**config.mk**
```make
export PLATFORM = sky130hd
export DESIGN_NAME = ddr2_ext_mode_init
export DESIGN_NICKNAME = d
export VERILOG_FILES = /design/src/ddr2_ext_mode_pkg.sv /design/src/cmd_delay_line.sv /design/src/ddr2_ext_mode_init.sv
export VERILOG_INCLUDE_DIRS = /design/src
export SDC_FILE = /design/constraint.sdc
export NUM_CORES = 1
export LEC_CHECK = 0
export BUFFER_PORTS_ARGS = -buffer_cell sky130_fd_sc_hd__buf_2
export CAP_MARGIN = 20
export CORE_MARGIN = 1
export CORE_UTILIZATION = 45
export CTS_CLUSTER_DIAMETER = 50
export DETAILED_ROUTE_END_ITERATION = 7
export GPL_ROUTABILITY_DRIVEN = 0
export PLACE_DENSITY = 0.7
export SLEW_MARGIN = 5
export SYNTH_ARGS = -nofsm -noshare
export SYNTH_HDL_FRONTEND = slang
export SYNTH_HIERARCHICAL = 1
export SYNTH_SLANG_ARGS = --single-unit
```
**constraint.sdc**
```tcl
create_clock -name clk_sys -period 3.3 [get_ports clk_sys]
set_clock_uncertainty 0.05 [all_clocks]
set_input_delay 0.99 -clock clk_sys [delete_from_list [all_inputs] [get_ports clk_sys]]
set_output_delay 0.99 -clock clk_sys [all_outputs]
set_load 0.01 [all_outputs]
```
**src/ddr2_ext_mode_cfg.svh**
```systemverilog
/*
  constants for the mode register and initialization tracking logic:
  bank codes, mode field positions, reset values, latency and lock counts.
  assumes it is included by bare name after any package compilation.
*/
`ifndef DDR2_EXT_MODE_CFG_SVH
`define DDR2_EXT_MODE_CFG_SVH

// ****************************************************************
// bank select codes of the load mode command
// ****************************************************************
`define BA_MAIN_MODE     2'h0
`define BA_EXT_MODE_1    2'h1
`define BA_EXT_MODE_2    2'h2
`define BA_EXT_MODE_3    2'h3

// ****************************************************************
// field positions
// ****************************************************************
`define RTT_LO_BIT       2
`define RTT_HI_BIT       6
`define AL_LSB           3
`define AL_MSB           5
`define CAL_LSB          7
`define CAL_MSB          9
`define REFRESH_RATE_BIT 7
`define DLL_RESET_BIT    8
`define CL_LSB           4
`define CL_MSB           6

// ****************************************************************
// values and counts
// ****************************************************************
`define MODE_RST         16'h0000
`define AL_MAX           3'h6
`define CAL_DEFAULT      3'h0
`define DLL_LOCK_CYCLES  8'hc8
`define LAT_DEPTH        16
`define LAT_SELW         4

`endif

```
**src/ddr2_ext_mode_pkg.sv**
```systemverilog
/*
  types shared by the mode register and initialization tracking logic.
  assumes the constants header supplies all numeric values.
*/
package ddr2_ext_mode_pkg;

  typedef struct packed {
    logic        cs_n;
    logic        ras_n;
    logic        cas_n;
    logic        we_n;
    logic [2:0]  ba;
    logic [15:0] addr;
  } cmd_pins_t;

  typedef enum logic [1:0] {
    st_awake,
    st_power_down,
    st_self_refresh
  } pwr_state_t;

  typedef enum logic [1:0] {
    rtt_off,
    rtt_75,
    rtt_150,
    rtt_50
  } rtt_t;

  typedef struct packed {
    logic [2:0] additive;
    logic [3:0] read;
    logic [3:0] write;
  } latency_t;

endpackage

```
**src/cmd_delay_line.sv**
```systemverilog
/*
  shift line that delays a command flag by a selectable number of link
  clock edges; tap 0 is the input itself.
  assumes shift_en pulses once per link clock rising edge.
*/
`timescale 1ns/1ps

module cmd_delay_line #(
  parameter int DEPTH = 16,
  parameter int SELW  = 4
) (
  input  wire logic            clk_sys,
  input  wire logic            rstn,
  input  wire logic            ce,
  input  wire logic            shift_en,
  input  wire logic            din,
  input  wire logic [SELW-1:0] tap_sel,
  output logic                 tap_out
);

  logic taps [DEPTH];

  assign taps[0] = din;

  // ****************************************************************
  // delay stages
  // ****************************************************************
  genvar i;
  generate
    for (i = 1; i < DEPTH; i++)
    begin : g_stage
      always_ff @(posedge clk_sys)
      begin
        if (!rstn)
          taps[i] <= 1'b0;
        else if (ce && shift_en)
          taps[i] <= taps[i-1];
      end
    end
  endgenerate

  assign tap_out = taps[tap_sel];

endmodule

```
**src/ddr2_ext_mode_init.sv**
```systemverilog
/*
  mode register file and initialization tracker of the memory device:
  termination select and control, additive, read and write latency,
  refresh rate bit, calibration state, loop lock readiness.
  assumes command pins, link clock, clock enable and termination pin come
  from outside the clk_sys domain; link clock is much slower than clk_sys.
*/
// Function
// (RULE_01) termination 50, 75 or 150 ohms selected
// (RULE_02) termination pair decode: 00 off,01/10/11
// (RULE_03) termination follows pin except in self refresh
// (RULE_04) controller drops pin before self refresh
// (RULE_05) controller keeps termination off during init
// (RULE_06) pin low eight clocks after enabling load
// (RULE_07) calibration field left at default
// (RULE_08) three-bit additive latency, zero to six
// (RULE_09) column command held additive latency clocks
// (RULE_10) read data at additive plus column latency
// (RULE_11) write latency one less than read
// (RULE_12) second register holds refresh rate bit
// (RULE_13) controller zeroes reserved and third register
// (RULE_14) registers hold until next load mode
// (RULE_15) second/third loads only when banks idle
// (RULE_16) controller waits 200 us before clock enable
// (RULE_17) clock enable stays high through init
// (RULE_18) precharge all 400 ns after enable
// (RULE_19) then load second register
// (RULE_20) then load third register
// (RULE_21) then load first register, loop enabled
// (RULE_22) then main register with loop reset
// (RULE_23) then precharge all, two refreshes
// (RULE_24) then main register without loop reset
// (RULE_25) calibration default load, then exit load
// (RULE_26) ready 200 clocks after loop reset
// (RULE_27) additive codes above six are reserved
`timescale 1ns/1ps
`include "ddr2_ext_mode_cfg.svh"

module ddr2_ext_mode_init (
  input  wire logic                   clk_sys,
  input  wire logic                   rstn,
  input  wire logic                   ce,
  input  wire logic                   ck_pin,
  input  wire logic                   cke_pin,
  input  wire logic                   odt_pin,
  input  wire ddr2_ext_mode_pkg::cmd_pins_t cmd_pin,
  output ddr2_ext_mode_pkg::rtt_t     rtt_sel_q,
  output logic                        term_on_q,
  output ddr2_ext_mode_pkg::latency_t latency_q,
  output logic                        al_reserved_q,
  output logic                        refresh_fast_q,
  output logic                        cal_default_q,
  output logic                        col_issue_q,
  output logic                        read_data_start_q,
  output logic                        write_data_expect_q,
  output logic                        ready_q,
  output ddr2_ext_mode_pkg::pwr_state_t pwr_state_q
);

  // ****************************************************************
  // input synchronisers
  // ****************************************************************
  logic                          ck_s1, ck_s2, ck_s3;
  logic                          cke_s1, cke_s2;
  logic                          odt_s1, odt_s2;
  ddr2_ext_mode_pkg::cmd_pins_t  cmd_s1, cmd_s2;

  always_ff @(posedge clk_sys)
  begin
    if (!rstn)
    begin
      ck_s1  <= 1'b0;
      ck_s2  <= 1'b0;
      ck_s3  <= 1'b0;
      cke_s1 <= 1'b0;
      cke_s2 <= 1'b0;
      odt_s1 <= 1'b0;
      odt_s2 <= 1'b0;
      cmd_s1 <= '1;
      cmd_s2 <= '1;
    end
    else if (ce)
    begin
      ck_s1  <= ck_pin;
      ck_s2  <= ck_s1;
      ck_s3  <= ck_s2;
      cke_s1 <= cke_pin;
      cke_s2 <= cke_s1;
      odt_s1 <= odt_pin;
      odt_s2 <= odt_s1;
      cmd_s1 <= cmd_pin;
      cmd_s2 <= cmd_s1;
    end
  end

  // ****************************************************************
  // command decode on link clock rising edge
  // ****************************************************************
  logic tick;
  logic cmd_low3;
  logic load_mode_cmd;
  logic refresh_cmd;
  logic read_cmd;
  logic write_cmd;

  assign tick          = ck_s2 & ~ck_s3;
  assign cmd_low3      = tick & ~cmd_s2.cs_n & ~cmd_s2.ras_n & ~cmd_s2.cas_n;
  assign load_mode_cmd = cmd_low3 & ~cmd_s2.we_n;
  assign refresh_cmd   = cmd_low3 & cmd_s2.we_n;
  assign read_cmd      = tick & ~cmd_s2.cs_n & cmd_s2.ras_n & ~cmd_s2.cas_n & cmd_s2.we_n;
  assign write_cmd     = tick & ~cmd_s2.cs_n & cmd_s2.ras_n & ~cmd_s2.cas_n & ~cmd_s2.we_n;

  // ****************************************************************
  // mode registers
  // ****************************************************************
  logic [15:0] main_mode_reg_q;
  logic [15:0] ext_mode_reg_1_q;
  logic [15:0] ext_mode_reg_2_q;
  logic [15:0] ext_mode_reg_3_q;

  always_ff @(posedge clk_sys)
  begin
    if (!rstn)
    begin
      main_mode_reg_q  <= `MODE_RST;
      ext_mode_reg_1_q <= `MODE_RST;
      ext_mode_reg_2_q <= `MODE_RST;
      ext_mode_reg_3_q <= `MODE_RST;
    end
    else if (ce && load_mode_cmd)                                   // [RULE_14]
    begin
      unique case (cmd_s2.ba[1:0])
        `BA_MAIN_MODE:  main_mode_reg_q  <= cmd_s2.addr;
        `BA_EXT_MODE_1: ext_mode_reg_1_q <= cmd_s2.addr;
        `BA_EXT_MODE_2: ext_mode_reg_2_q <= cmd_s2.addr;
        `BA_EXT_MODE_3: ext_mode_reg_3_q <= cmd_s2.addr;
      endcase
    end
  end

  // ****************************************************************
  // field decode
  // ****************************************************************
  logic [2:0]              al_code;
  logic                    al_res;
  logic [2:0]              al_eff;
  logic [3:0]              rl;
  logic [3:0]              wl;
  ddr2_ext_mode_pkg::rtt_t rtt_d;

  assign al_code = ext_mode_reg_1_q[`AL_MSB:`AL_LSB];
  assign al_res  = al_code > `AL_MAX;                               // [RULE_27]
  assign al_eff  = al_res ? 3'h0 : al_code;                         // [RULE_08]
  assign rl      = {1'b0, al_eff} + {1'b0, main_mode_reg_q[`CL_MSB:`CL_LSB]}; // [RULE_10]
  assign wl      = rl - 4'h1;                                       // [RULE_11]

  always_comb
  begin
    unique case ({ext_mode_reg_1_q[`RTT_HI_BIT], ext_mode_reg_1_q[`RTT_LO_BIT]})
      2'h0: rtt_d = ddr2_ext_mode_pkg::rtt_off;                     // [RULE_02]
      2'h1: rtt_d = ddr2_ext_mode_pkg::rtt_75;                      // [RULE_01]
      2'h2: rtt_d = ddr2_ext_mode_pkg::rtt_150;
      2'h3: rtt_d = ddr2_ext_mode_pkg::rtt_50;
    endcase
  end

  // ****************************************************************
  // power state
  // ****************************************************************
  always_ff @(posedge clk_sys)
  begin
    if (!rstn)
      pwr_state_q <= ddr2_ext_mode_pkg::st_awake;
    else if (ce && tick)
    begin
      unique case (pwr_state_q)
        ddr2_ext_mode_pkg::st_awake:
          if (!cke_s2)
            pwr_state_q <= refresh_cmd ? ddr2_ext_mode_pkg::st_self_refresh
                                       : ddr2_ext_mode_pkg::st_power_down;
        ddr2_ext_mode_pkg::st_power_down,
        ddr2_ext_mode_pkg::st_self_refresh:
          if (cke_s2)
            pwr_state_q <= ddr2_ext_mode_pkg::st_awake;
      endcase
    end
  end

  // ****************************************************************
  // configuration outputs
  // ****************************************************************
  always_ff @(posedge clk_sys)
  begin
    if (!rstn)
    begin
      rtt_sel_q      <= ddr2_ext_mode_pkg::rtt_off;
      term_on_q      <= 1'b0;
      latency_q      <= '{additive: 3'h0, read: 4'h0, write: 4'hf};
      al_reserved_q  <= 1'b0;
      refresh_fast_q <= 1'b0;
      cal_default_q  <= 1'b1;
    end
    else if (ce)
    begin
      rtt_sel_q      <= rtt_d;                                      // [RULE_01]
      term_on_q      <= (rtt_d != ddr2_ext_mode_pkg::rtt_off) && odt_s2 &&
                        (pwr_state_q != ddr2_ext_mode_pkg::st_self_refresh); // [RULE_03]
      latency_q      <= '{additive: al_eff, read: rl, write: wl};   // [RULE_10]
      al_reserved_q  <= al_res;                                     // [RULE_27]
      refresh_fast_q <= ext_mode_reg_2_q[`REFRESH_RATE_BIT];        // [RULE_12]
      cal_default_q  <= ext_mode_reg_1_q[`CAL_MSB:`CAL_LSB] == `CAL_DEFAULT;
    end
  end

  // ****************************************************************
  // posted column command and data latency
  // ****************************************************************
  logic col_tap;
  logic rd_tap;
  logic wr_tap;

  cmd_delay_line #(.DEPTH(`LAT_DEPTH), .SELW(`LAT_SELW)) u_col_line (
    .clk_sys  (clk_sys),
    .rstn     (rstn),
    .ce       (ce),
    .shift_en (tick),
    .din      (read_cmd | write_cmd),
    .tap_sel  ({1'b0, al_eff}),
    .tap_out  (col_tap)
  );

  cmd_delay_line #(.DEPTH(`LAT_DEPTH), .SELW(`LAT_SELW)) u_rd_line (
    .clk_sys  (clk_sys),
    .rstn     (rstn),
    .ce       (ce),
    .shift_en (tick),
    .din      (read_cmd),
    .tap_sel  (rl),
    .tap_out  (rd_tap)
  );

  cmd_delay_line #(.DEPTH(`LAT_DEPTH), .SELW(`LAT_SELW)) u_wr_line (
    .clk_sys  (clk_sys),
    .rstn     (rstn),
    .ce       (ce),
    .shift_en (tick),
    .din      (write_cmd),
    .tap_sel  (wl),
    .tap_out  (wr_tap)
  );

  always_ff @(posedge clk_sys)
  begin
    if (!rstn)
    begin
      col_issue_q         <= 1'b0;
      read_data_start_q   <= 1'b0;
      write_data_expect_q <= 1'b0;
    end
    else if (ce)
    begin
      col_issue_q         <= tick & col_tap;                        // [RULE_09]
      read_data_start_q   <= tick & rd_tap;                         // [RULE_10]
      write_data_expect_q <= tick & wr_tap;                         // [RULE_11]
    end
  end

  // ****************************************************************
  // loop lock readiness
  // ****************************************************************
  logic [7:0] dll_cnt_q;
  logic       dll_busy_q;
  logic       dll_reset_load;

  assign dll_reset_load = load_mode_cmd && (cmd_s2.ba[1:0] == `BA_MAIN_MODE) &&
                          cmd_s2.addr[`DLL_RESET_BIT];

  always_ff @(posedge clk_sys)
  begin
    if (!rstn)
    begin
      dll_cnt_q  <= 8'h00;
      dll_busy_q <= 1'b0;
      ready_q    <= 1'b0;
    end
    else if (ce)
    begin
      if (dll_reset_load)
      begin
        dll_cnt_q  <= 8'h00;                                        // [RULE_26]
        dll_busy_q <= 1'b1;
        ready_q    <= 1'b0;
      end
      else if (tick && dll_busy_q)
      begin
        dll_cnt_q <= dll_cnt_q + 8'h01;
        if (dll_cnt_q + 8'h01 == `DLL_LOCK_CYCLES)
        begin
          dll_busy_q <= 1'b0;
          ready_q    <= 1'b1;                                       // [RULE_26]
        end
      end
    end
  end
endmodule

```
==> results of run 1 <==
## per-layer routing
metal | GRT usage | share of wire | up-vias | routed length (um)
met3 | 0.0498 | 0.049 | 9 | 549
met5 | 0 | 0 | - | 0
li1 | - | - | 2028 | -
met2 | 0.316 | 0.49 | 82 | 5400
met4 | 0.0766 | 0.012 | 0 | 131
met1 | 0.239 | 0.45 | 1923 | 5020
## final cells by class
class                           instances  share of cell area
Tap cell                              143              0.0284
Clock buffer                           23              0.0791
Multi-Input combinational cell        398               0.427
Timing Repair Buffer                   57              0.0517
Clock inverter                          7              0.0139
Sequential cell                       124               0.394
Inverter                               10             0.00596
## stage by stage
stage / utilization / hold WS [ps]
CTS: 0.547 / 420
detailed placement: 0.496 / 407
finish: 0.547 / 417
floorplan: - / 383
global route: 0.547 / 443
global placement: 0.496 / 398
## power groups by stage
stage          sequential [W]  combinational [W]  clock (W)
3_3_place_gp          0.00157           0.000116          0
4_1_cts               0.00153           0.000120    0.00185
3_5_place_dp          0.00157           0.000119          0
5_1_grt               0.00154           0.000130    0.00192
2_1_floorplan         0.00156          0.0000899          0
6_report              0.00153           0.000118    0.00182
## final timing paths
check / from / end / slack [ps]
max: ext_mode_reg_1_q[3]$_SDFFE_PN0P_ / write_data_expect_q$_SDFFE_PN0P_ / 350
min: al_reserved_q$_SDFFE_PN0P_ / al_reserved_q$_SDFFE_PN0P_ / 420
max reg2reg: ext_mode_reg_1_q[3]$_SDFFE_PN0P_ / write_data_expect_q$_SDFFE_PN0P_ / 350
min reg2reg: al_reserved_q$_SDFFE_PN0P_ / al_reserved_q$_SDFFE_PN0P_ / 420
## cell usage in the layout, fill, tap and decap left out, drive strengths merged, types with 2 or more instances in the layout
master / instances
inv: 10
o211ai: 4
mux2i: 66
bufinv: 2
nand4b: 2
mux4: 12
ha: 7
nand2: 136
dfxtp: 124
o21ai: 5
a21boi: 48
clkinv: 4
nor2: 47
nand3: 11
nand2b: 5
xnor2: 2
buf: 57
conb: 2
a22oi: 4
and3: 2
a21oi: 9
nor3b: 2
xor2: 4
clkbuf: 23
a311oi: 3
nor3: 7
and2: 4
## state kept, by name, indices dropped and copies added, names as in the netlist, 2 cells and up
| register | count |
|---|---|
| cmd_s2 | 14 |
| pwr_state_q | 2 |
| main_mode_reg_q | 3 |
| latency_q | 11 |
| u_wr_line/taps | 15 |
| rtt_sel_q | 2 |
| ext_mode_reg_1_q | 8 |
| dll_cnt_q | 8 |
| u_rd_line/taps | 15 |
| cmd_s1 | 14 |
| u_col_line/taps | 15 |
## cell families (layout without fill, tap and decap cells)
group,Yosys count,in the layout,share of synthesized area
multiplexers,78,78,0.182
adder cells (fa/ha/maj),8,8,0.0200
other,1,2,0.000698
AND/OR/NAND/NOR,224,224,0.177
buffers and inverters,42,97,0.0393
AO/OA/AOI/OAI,80,80,0.109
flip-flops,124,124,0.462
XOR/XNOR,6,6,0.00978
## worst reg2reg max path, stage by stage (launching register included)
cell and delay, ps:
dfxtp_1 390, a21boi_0 320, ha_1 250, fa_1 560
inv_1 110, ha_1 230, inv_1 160, mux4_1 320
mux2i_1 150, mux2i_1 100, nand3_1 100, a21oi_1 80
==> flow_metrics.env, run 1 <==
export IMPL_clk_latency_ps=410
export IMPL_type_of_the_worst_setup_path="reg2reg"
export IMPL_clock_root_buffer="clkbuf_16"
export IMPL_synth_most_common_cell="nand2_1"
export IMPL_tightest_slew_ps=732
export IMPL_grt_usage=0.192
export IMPL_synthCells=563
export IMPL_most_used_dff_post_synth="dfxtp_1"
export IMPL_irDropWorstVdd_v=0.000339
export IMPL_pnr_worst_setup_slack_ps=350
export IMPL_finalMaxSlewViolations=0
export IMPL_yosysUniqueCellTypes=48
export IMPL_fin_cells=762
export IMPL_totalNegativeSetupSlack_ps=0
export IMPL_post_synth_cell_area_avg_um2=9.55
export IMPL_antenna_cells=0
export IMPL_worst_hold_path_num_cells=2
export IMPL_ys_seq_elements=124
export IMPL_design_core_area_mm2=0.0115
export IMPL_launching_element_type_of_the_critical_path="flip-flop"
export IMPL_status="finished, violations left"
export IMPL_failed_checks="DRC"
export IMPL_ant_nets=0
export IMPL_vias=4042
export IMPL_final_area_mm2=0.00629
export IMPL_grt_overflow=0
export IMPL_final_nets=645
export IMPL_detailedPlace_worstSlack_ps=346
export IMPL_grt_pass1_wl_mm=18.8
export IMPL_synth_top_area_cells="dfxtp_1 (46%), mux2i_1 (12%), nand2_1 (9.5%)"
export IMPL_vias_per_cell=5.30
export IMPL_number_of_global_route_vias_before_repair=3949
export IMPL_worst_ep_required_time_ps=3520
export IMPL_synth_common_cells="nand2_1 (136), dfxtp_1 (124), mux2i_1 (66)"
export IMPL_chipWidth_um=111
export IMPL_tritoncts="built"
export IMPL_worst_path_max_delay_cell="fa_1"
export IMPL_net_switching_power_w=0.000703
export IMPL_critical_path_max_fanout=7
export IMPL_num_rows=39
export IMPL_drcViolationCount=4
export IMPL_timing_final_setup_violations=0
export IMPL_holdCritPathClass="reg2reg"
export IMPL_synth_top_cell_by_area="dfxtp_1"
export IMPL_dp_cells=732
export IMPL_power_share_sequential=0.442
export IMPL_detail_route_wirelength_mm=11.1
export IMPL_final_min_clock_period_ps=2950
export IMPL_layout_filler_cells=1012
export IMPL_post_cts_repair_setup_buffers=0
export IMPL_dr_pass1_iters=6
export IMPL_ys_async_sr_fraction=0
export IMPL_detailed_place_hpwl_mm=7.39
export IMPL_fp_dieArea_mm2=0.0124
export IMPL_drt_first_iter_violations=205
export IMPL_crit_path_cell_chain="a21boi_0 -> ha_1 -> fa_1 -> inv_1 -> ha_1 -> inv_1 -> mux4_1 -> mux2i_1 -> mux2i_1 -> nand3_1 -> a21oi_1"
export IMPL_unrepaired_setup_endpoints_after_global_routing="no"
export IMPL_ratio_of_cells_with_drive_above_1_in_the_final_layout=0.152
export IMPL_grt_max_degree=82
export IMPL_fmax_mhz=339
export IMPL_num_io_pins=52
export IMPL_total_internal_power_w=0.00277
export IMPL_synth_enable_flop_cells=0
export IMPL_max_stage_delay_ps=560
export IMPL_synth_cell_area_mm2=0.00538
export IMPL_grt_antenna_before_repair=0
export IMPL_clkTransAtPathRegs_ps=50
export IMPL_endpoints_failing_hold=0
export IMPL_power_total_w=0.00347
export IMPL_synthesis_yosys_warnings=6
export IMPL_combinationalPowerShare=0.034
export IMPL_power_frac_clock=0.523
export IMPL_cts_resized_gates=0
export IMPL_timing_critical_path_depth=11
export IMPL_syn2layout_area_growth_pct=17.1
export IMPL_worstPathBufferInverterCount=2
export IMPL_avgRoutedWirePerCell_um=14.6
export IMPL_seqCellArea_mm2=0.00248
export IMPL_multiInputGateArea_mm2=0.00269
export IMPL_power_per_cell_area_mw_per_mm2=551
export IMPL_starting_utilization_of_the_core_area=0.467
export IMPL_category_of_the_worst_setup_path_capture_point="flip-flop"
export IMPL_cts_hold_fix_buffers=0
export IMPL_synth_sequential_area_ratio=0.462
export IMPL_ctsHtreeMaxLevel=4
export IMPL_die_h_um=111
export IMPL_reg2regPathDepth=11
export IMPL_postPlaceCellArea_mm2=0.00571
export IMPL_place_port_buffers=42
export IMPL_slew_limit_headroom=0.512
export IMPL_cp_delay_by_family_top="adder cells"
export IMPL_final_min_period_over_clock_period=0.894
export IMPL_cts_buffer_depth=2
export IMPL_synthDominantCellAreaShare=0.462
export IMPL_power_leakage_nw=2.55
export IMPL_switching_share=0.203
export IMPL_clock_sinks=124
export IMPL_cts_made_buffers=17
export IMPL_worst_endpoint_arrival_ps=3170
export IMPL_max_cap_violations=0
(Power assumes the default switching activity.)
==> run 2, diff against run 1 <==
CAP_MARGIN = 10   (was 20)
PLACE_DENSITY = 0.71   (was 0.7)
SYNTH_HIERARCHICAL = not set   (was 1)
==> flow_metrics.env, run 2 <==
export IMPL_category_of_the_worst_setup_path_capture_point="flip-flop"
export IMPL_grt_overflow=0
export IMPL_top_regs="u_rd_line.taps x15, u_wr_line.taps x15"
export IMPL_status="completed"
export IMPL_clock_root_buffer="clkbuf_8"
export IMPL_drt_first_iter_violations=143
export IMPL_postPlaceCellArea_mm2=0.00531
export IMPL_grt_max_degree=55
export IMPL_ratio_of_cells_with_drive_above_1_in_the_final_layout=0.159
export IMPL_synth_top_area_cells="dfxtp_1 (46%), mux2i_1 (12%), nand2_1 (9.8%)"
export IMPL_cts_hold_fix_buffers=0
export IMPL_cts_made_buffers=17
export IMPL_grtUsageMet2=0.319
export IMPL_ant_nets=0
export IMPL_finalMaxSlewViolations=0
export IMPL_synthesis_yosys_warnings=0
export IMPL_ctsHtreeMaxLevel=4
export IMPL_worst_ep_required_time_ps=3610
export IMPL_synth_common_cells="nand2_1 (130), dfxtp_1 (115), mux2i_1 (62)"
export IMPL_grt_usage=0.188
export IMPL_cts_buffer_depth=2
export IMPL_fp_dieArea_mm2=0.0115
export IMPL_endpoints_failing_hold=0
export IMPL_unrepaired_setup_endpoints_after_global_routing="no"
export IMPL_irDropWorstVdd_v=0.000501
export IMPL_synth_sequential_area_ratio=0.460
export IMPL_starting_utilization_of_the_core_area=0.461
export IMPL_fin_cells=719
export IMPL_holdCritPathClass="reg2reg"
export IMPL_cts_resized_gates=0
export IMPL_layout_filler_cells=961
export IMPL_die_h_um=107
export IMPL_post_cts_repair_setup_buffers=0
export IMPL_clkTransAtPathRegs_ps=60
export IMPL_grt_pass1_wl_mm=16.7
export IMPL_totalNegativeSetupSlack_ps=0
export IMPL_synth_enable_flop_cells=0
export IMPL_synth_top_cell_by_area="dfxtp_1"
export IMPL_most_used_dff_post_synth="dfxtp_1"
export IMPL_tightest_slew_ps=789
export IMPL_grtUsageMet1=0.223
export IMPL_fmax_mhz=355
export IMPL_power_total_w=0.00351
export IMPL_chipWidth_um=107
export IMPL_synthDominantCellAreaShare=0.460
export IMPL_crit_path_cell_chain="a21boi_0 -> ha_1 -> ha_1 -> inv_1 -> ha_1 -> mux4_2 -> mux2i_1 -> mux2_2 -> o22ai_1"
export IMPL_busiest_layer="met2"
export IMPL_detail_route_wirelength_mm=9.91
export IMPL_drcViolationCount=0
export IMPL_post_synth_cell_area_avg_um2=9.36
export IMPL_antenna_cells=0
export IMPL_worst_endpoint_arrival_ps=3130
export IMPL_vias_per_cell=5.19
export IMPL_final_min_clock_period_ps=2820
export IMPL_worst_path_max_delay_cell="mux4_2"
export IMPL_num_rows=38
export IMPL_clock_sinks=115
export IMPL_ys_seq_elements=115
export IMPL_layout_cells_most_common="nand2_1"
export IMPL_critical_path_max_fanout=9
export IMPL_worstPathBufferInverterCount=1
export IMPL_dr_pass1_iters=4
export IMPL_dp_cells=688
export IMPL_clk_latency_ps=510
export IMPL_syn2layout_area_growth_pct=19.0
export IMPL_final_area_mm2=0.00595
export IMPL_vias=3730
export IMPL_timing_final_setup_violations=0
export IMPL_design_core_area_mm2=0.0108
export IMPL_grt_antenna_before_repair=0
export IMPL_detailed_place_hpwl_mm=6.48
export IMPL_launching_element_type_of_the_critical_path="flip-flop"
export IMPL_place_port_buffers=42
export IMPL_type_of_the_worst_setup_path="reg2reg"
export IMPL_number_of_global_route_vias_before_repair=3558
export IMPL_cp_common_cell="ha_1"
export IMPL_cp_delay_by_family_top="adder cells"
export IMPL_grt_util_met3=0.0563
export IMPL_avgRoutedWirePerCell_um=13.8
export IMPL_tritoncts="built"
export IMPL_ys_async_sr_fraction=0
export IMPL_final_min_period_over_clock_period=0.853
export IMPL_power_leakage_nw=2.40
export IMPL_max_cap_violations=0
export IMPL_synthCells=534
export IMPL_slew_limit_headroom=0.474
export IMPL_most_common_layout_cells="nand2_1 (130), dfxtp_1 (115), mux2i_1 (62)"
export IMPL_synth_most_common_cell="nand2_1"
export IMPL_power_per_cell_area_mw_per_mm2=590
export IMPL_num_io_pins=52
export IMPL_mappedNetlistNets=570
export IMPL_yosysUniqueCellTypes=51
export IMPL_final_nets=603
export IMPL_synth_cell_area_mm2=0.00500
export IMPL_max_stage_delay_ps=530
run 2: cells by family after synthesis:
kind of cell	Yosys count	synth area share
multiplexers	70	0.159
AO/OA/AOI/OAI	81	0.118
AND/OR/NAND/NOR	211	0.195
XOR/XNOR	5	0.0115
flip-flops	115	0.460
buffers and inverters	44	0.0368
adder cells (fa/ha/maj)	8	0.0195
run 2: area by class of cell:
cell class	instances	area, um^2	share of cell area
flip-flops and latches	115	2300	0.387
clock inverters	9	176	0.0297
repair buffers	51	293	0.0492
clock buffers	22	463	0.0778
multi-input cells	375	2510	0.423
inverters	7	26.3	0.00442
well taps	140	175	0.0294
run 2: through the flow:
| step | util | worst slack, ps | hold slack [ps] |
|---|---|---|---|
| 2_1_floorplan | - | 510 | 390 |
| 3_3_place_gp | 0.490 | 547 | 397 |
| 3_5_place_dp | 0.490 | 495 | 409 |
| 4_1_cts | 0.549 | 471 | 420 |
| 5_1_grt | 0.549 | 260 | 428 |
| 6_report | 0.549 | 484 | 415 |
run 2: power breakdown:
group	leakage (nW)	switching [W]	internal [W]	total [W]
sequential	0.932	0.0000148	0.00141	0.00143
combinational	1.16	0.0000592	0.0000522	0.000111
clock	0.311	0.000620	0.00136	0.00198
run 2: worst reg2reg max path, stage by stage, from the launching register on:
cell and delay [ps]:
dfxtp_1 490, a21boi_0 210, ha_1 240, ha_1 300, inv_1 80, ha_1 410, mux4_2 530, mux2i_1 130
mux2_2 160, o22ai_1 70
run 2: final timing paths:
| path | startpoint | end | slack, ps | depth (start not counted) |
|---|---|---|---|---|
| setup / recovery | ext_mode_reg_1_q[5]$_SDFFE_PN0P_ | write_data_expect_q$_SDFFE_PN0P_ | 480 | 9 |
| hold / removal | u_wr_line.taps[0]$_SDFFE_PN0P_ | u_wr_line.taps[0]$_SDFFE_PN0P_ | 410 | 2 |
| setup reg to reg | ext_mode_reg_1_q[5]$_SDFFE_PN0P_ | write_data_expect_q$_SDFFE_PN0P_ | 480 | 9 |
| hold reg to reg | u_wr_line.taps[0]$_SDFFE_PN0P_ | u_wr_line.taps[0]$_SDFFE_PN0P_ | 410 | 2 |
run 2: layer usage:
layer	part of all wire	up-vias
li1	-	1889
met4	0.014	0
met5	0	-
met2	0.49	64
met1	0.46	1762
met3	0.039	15
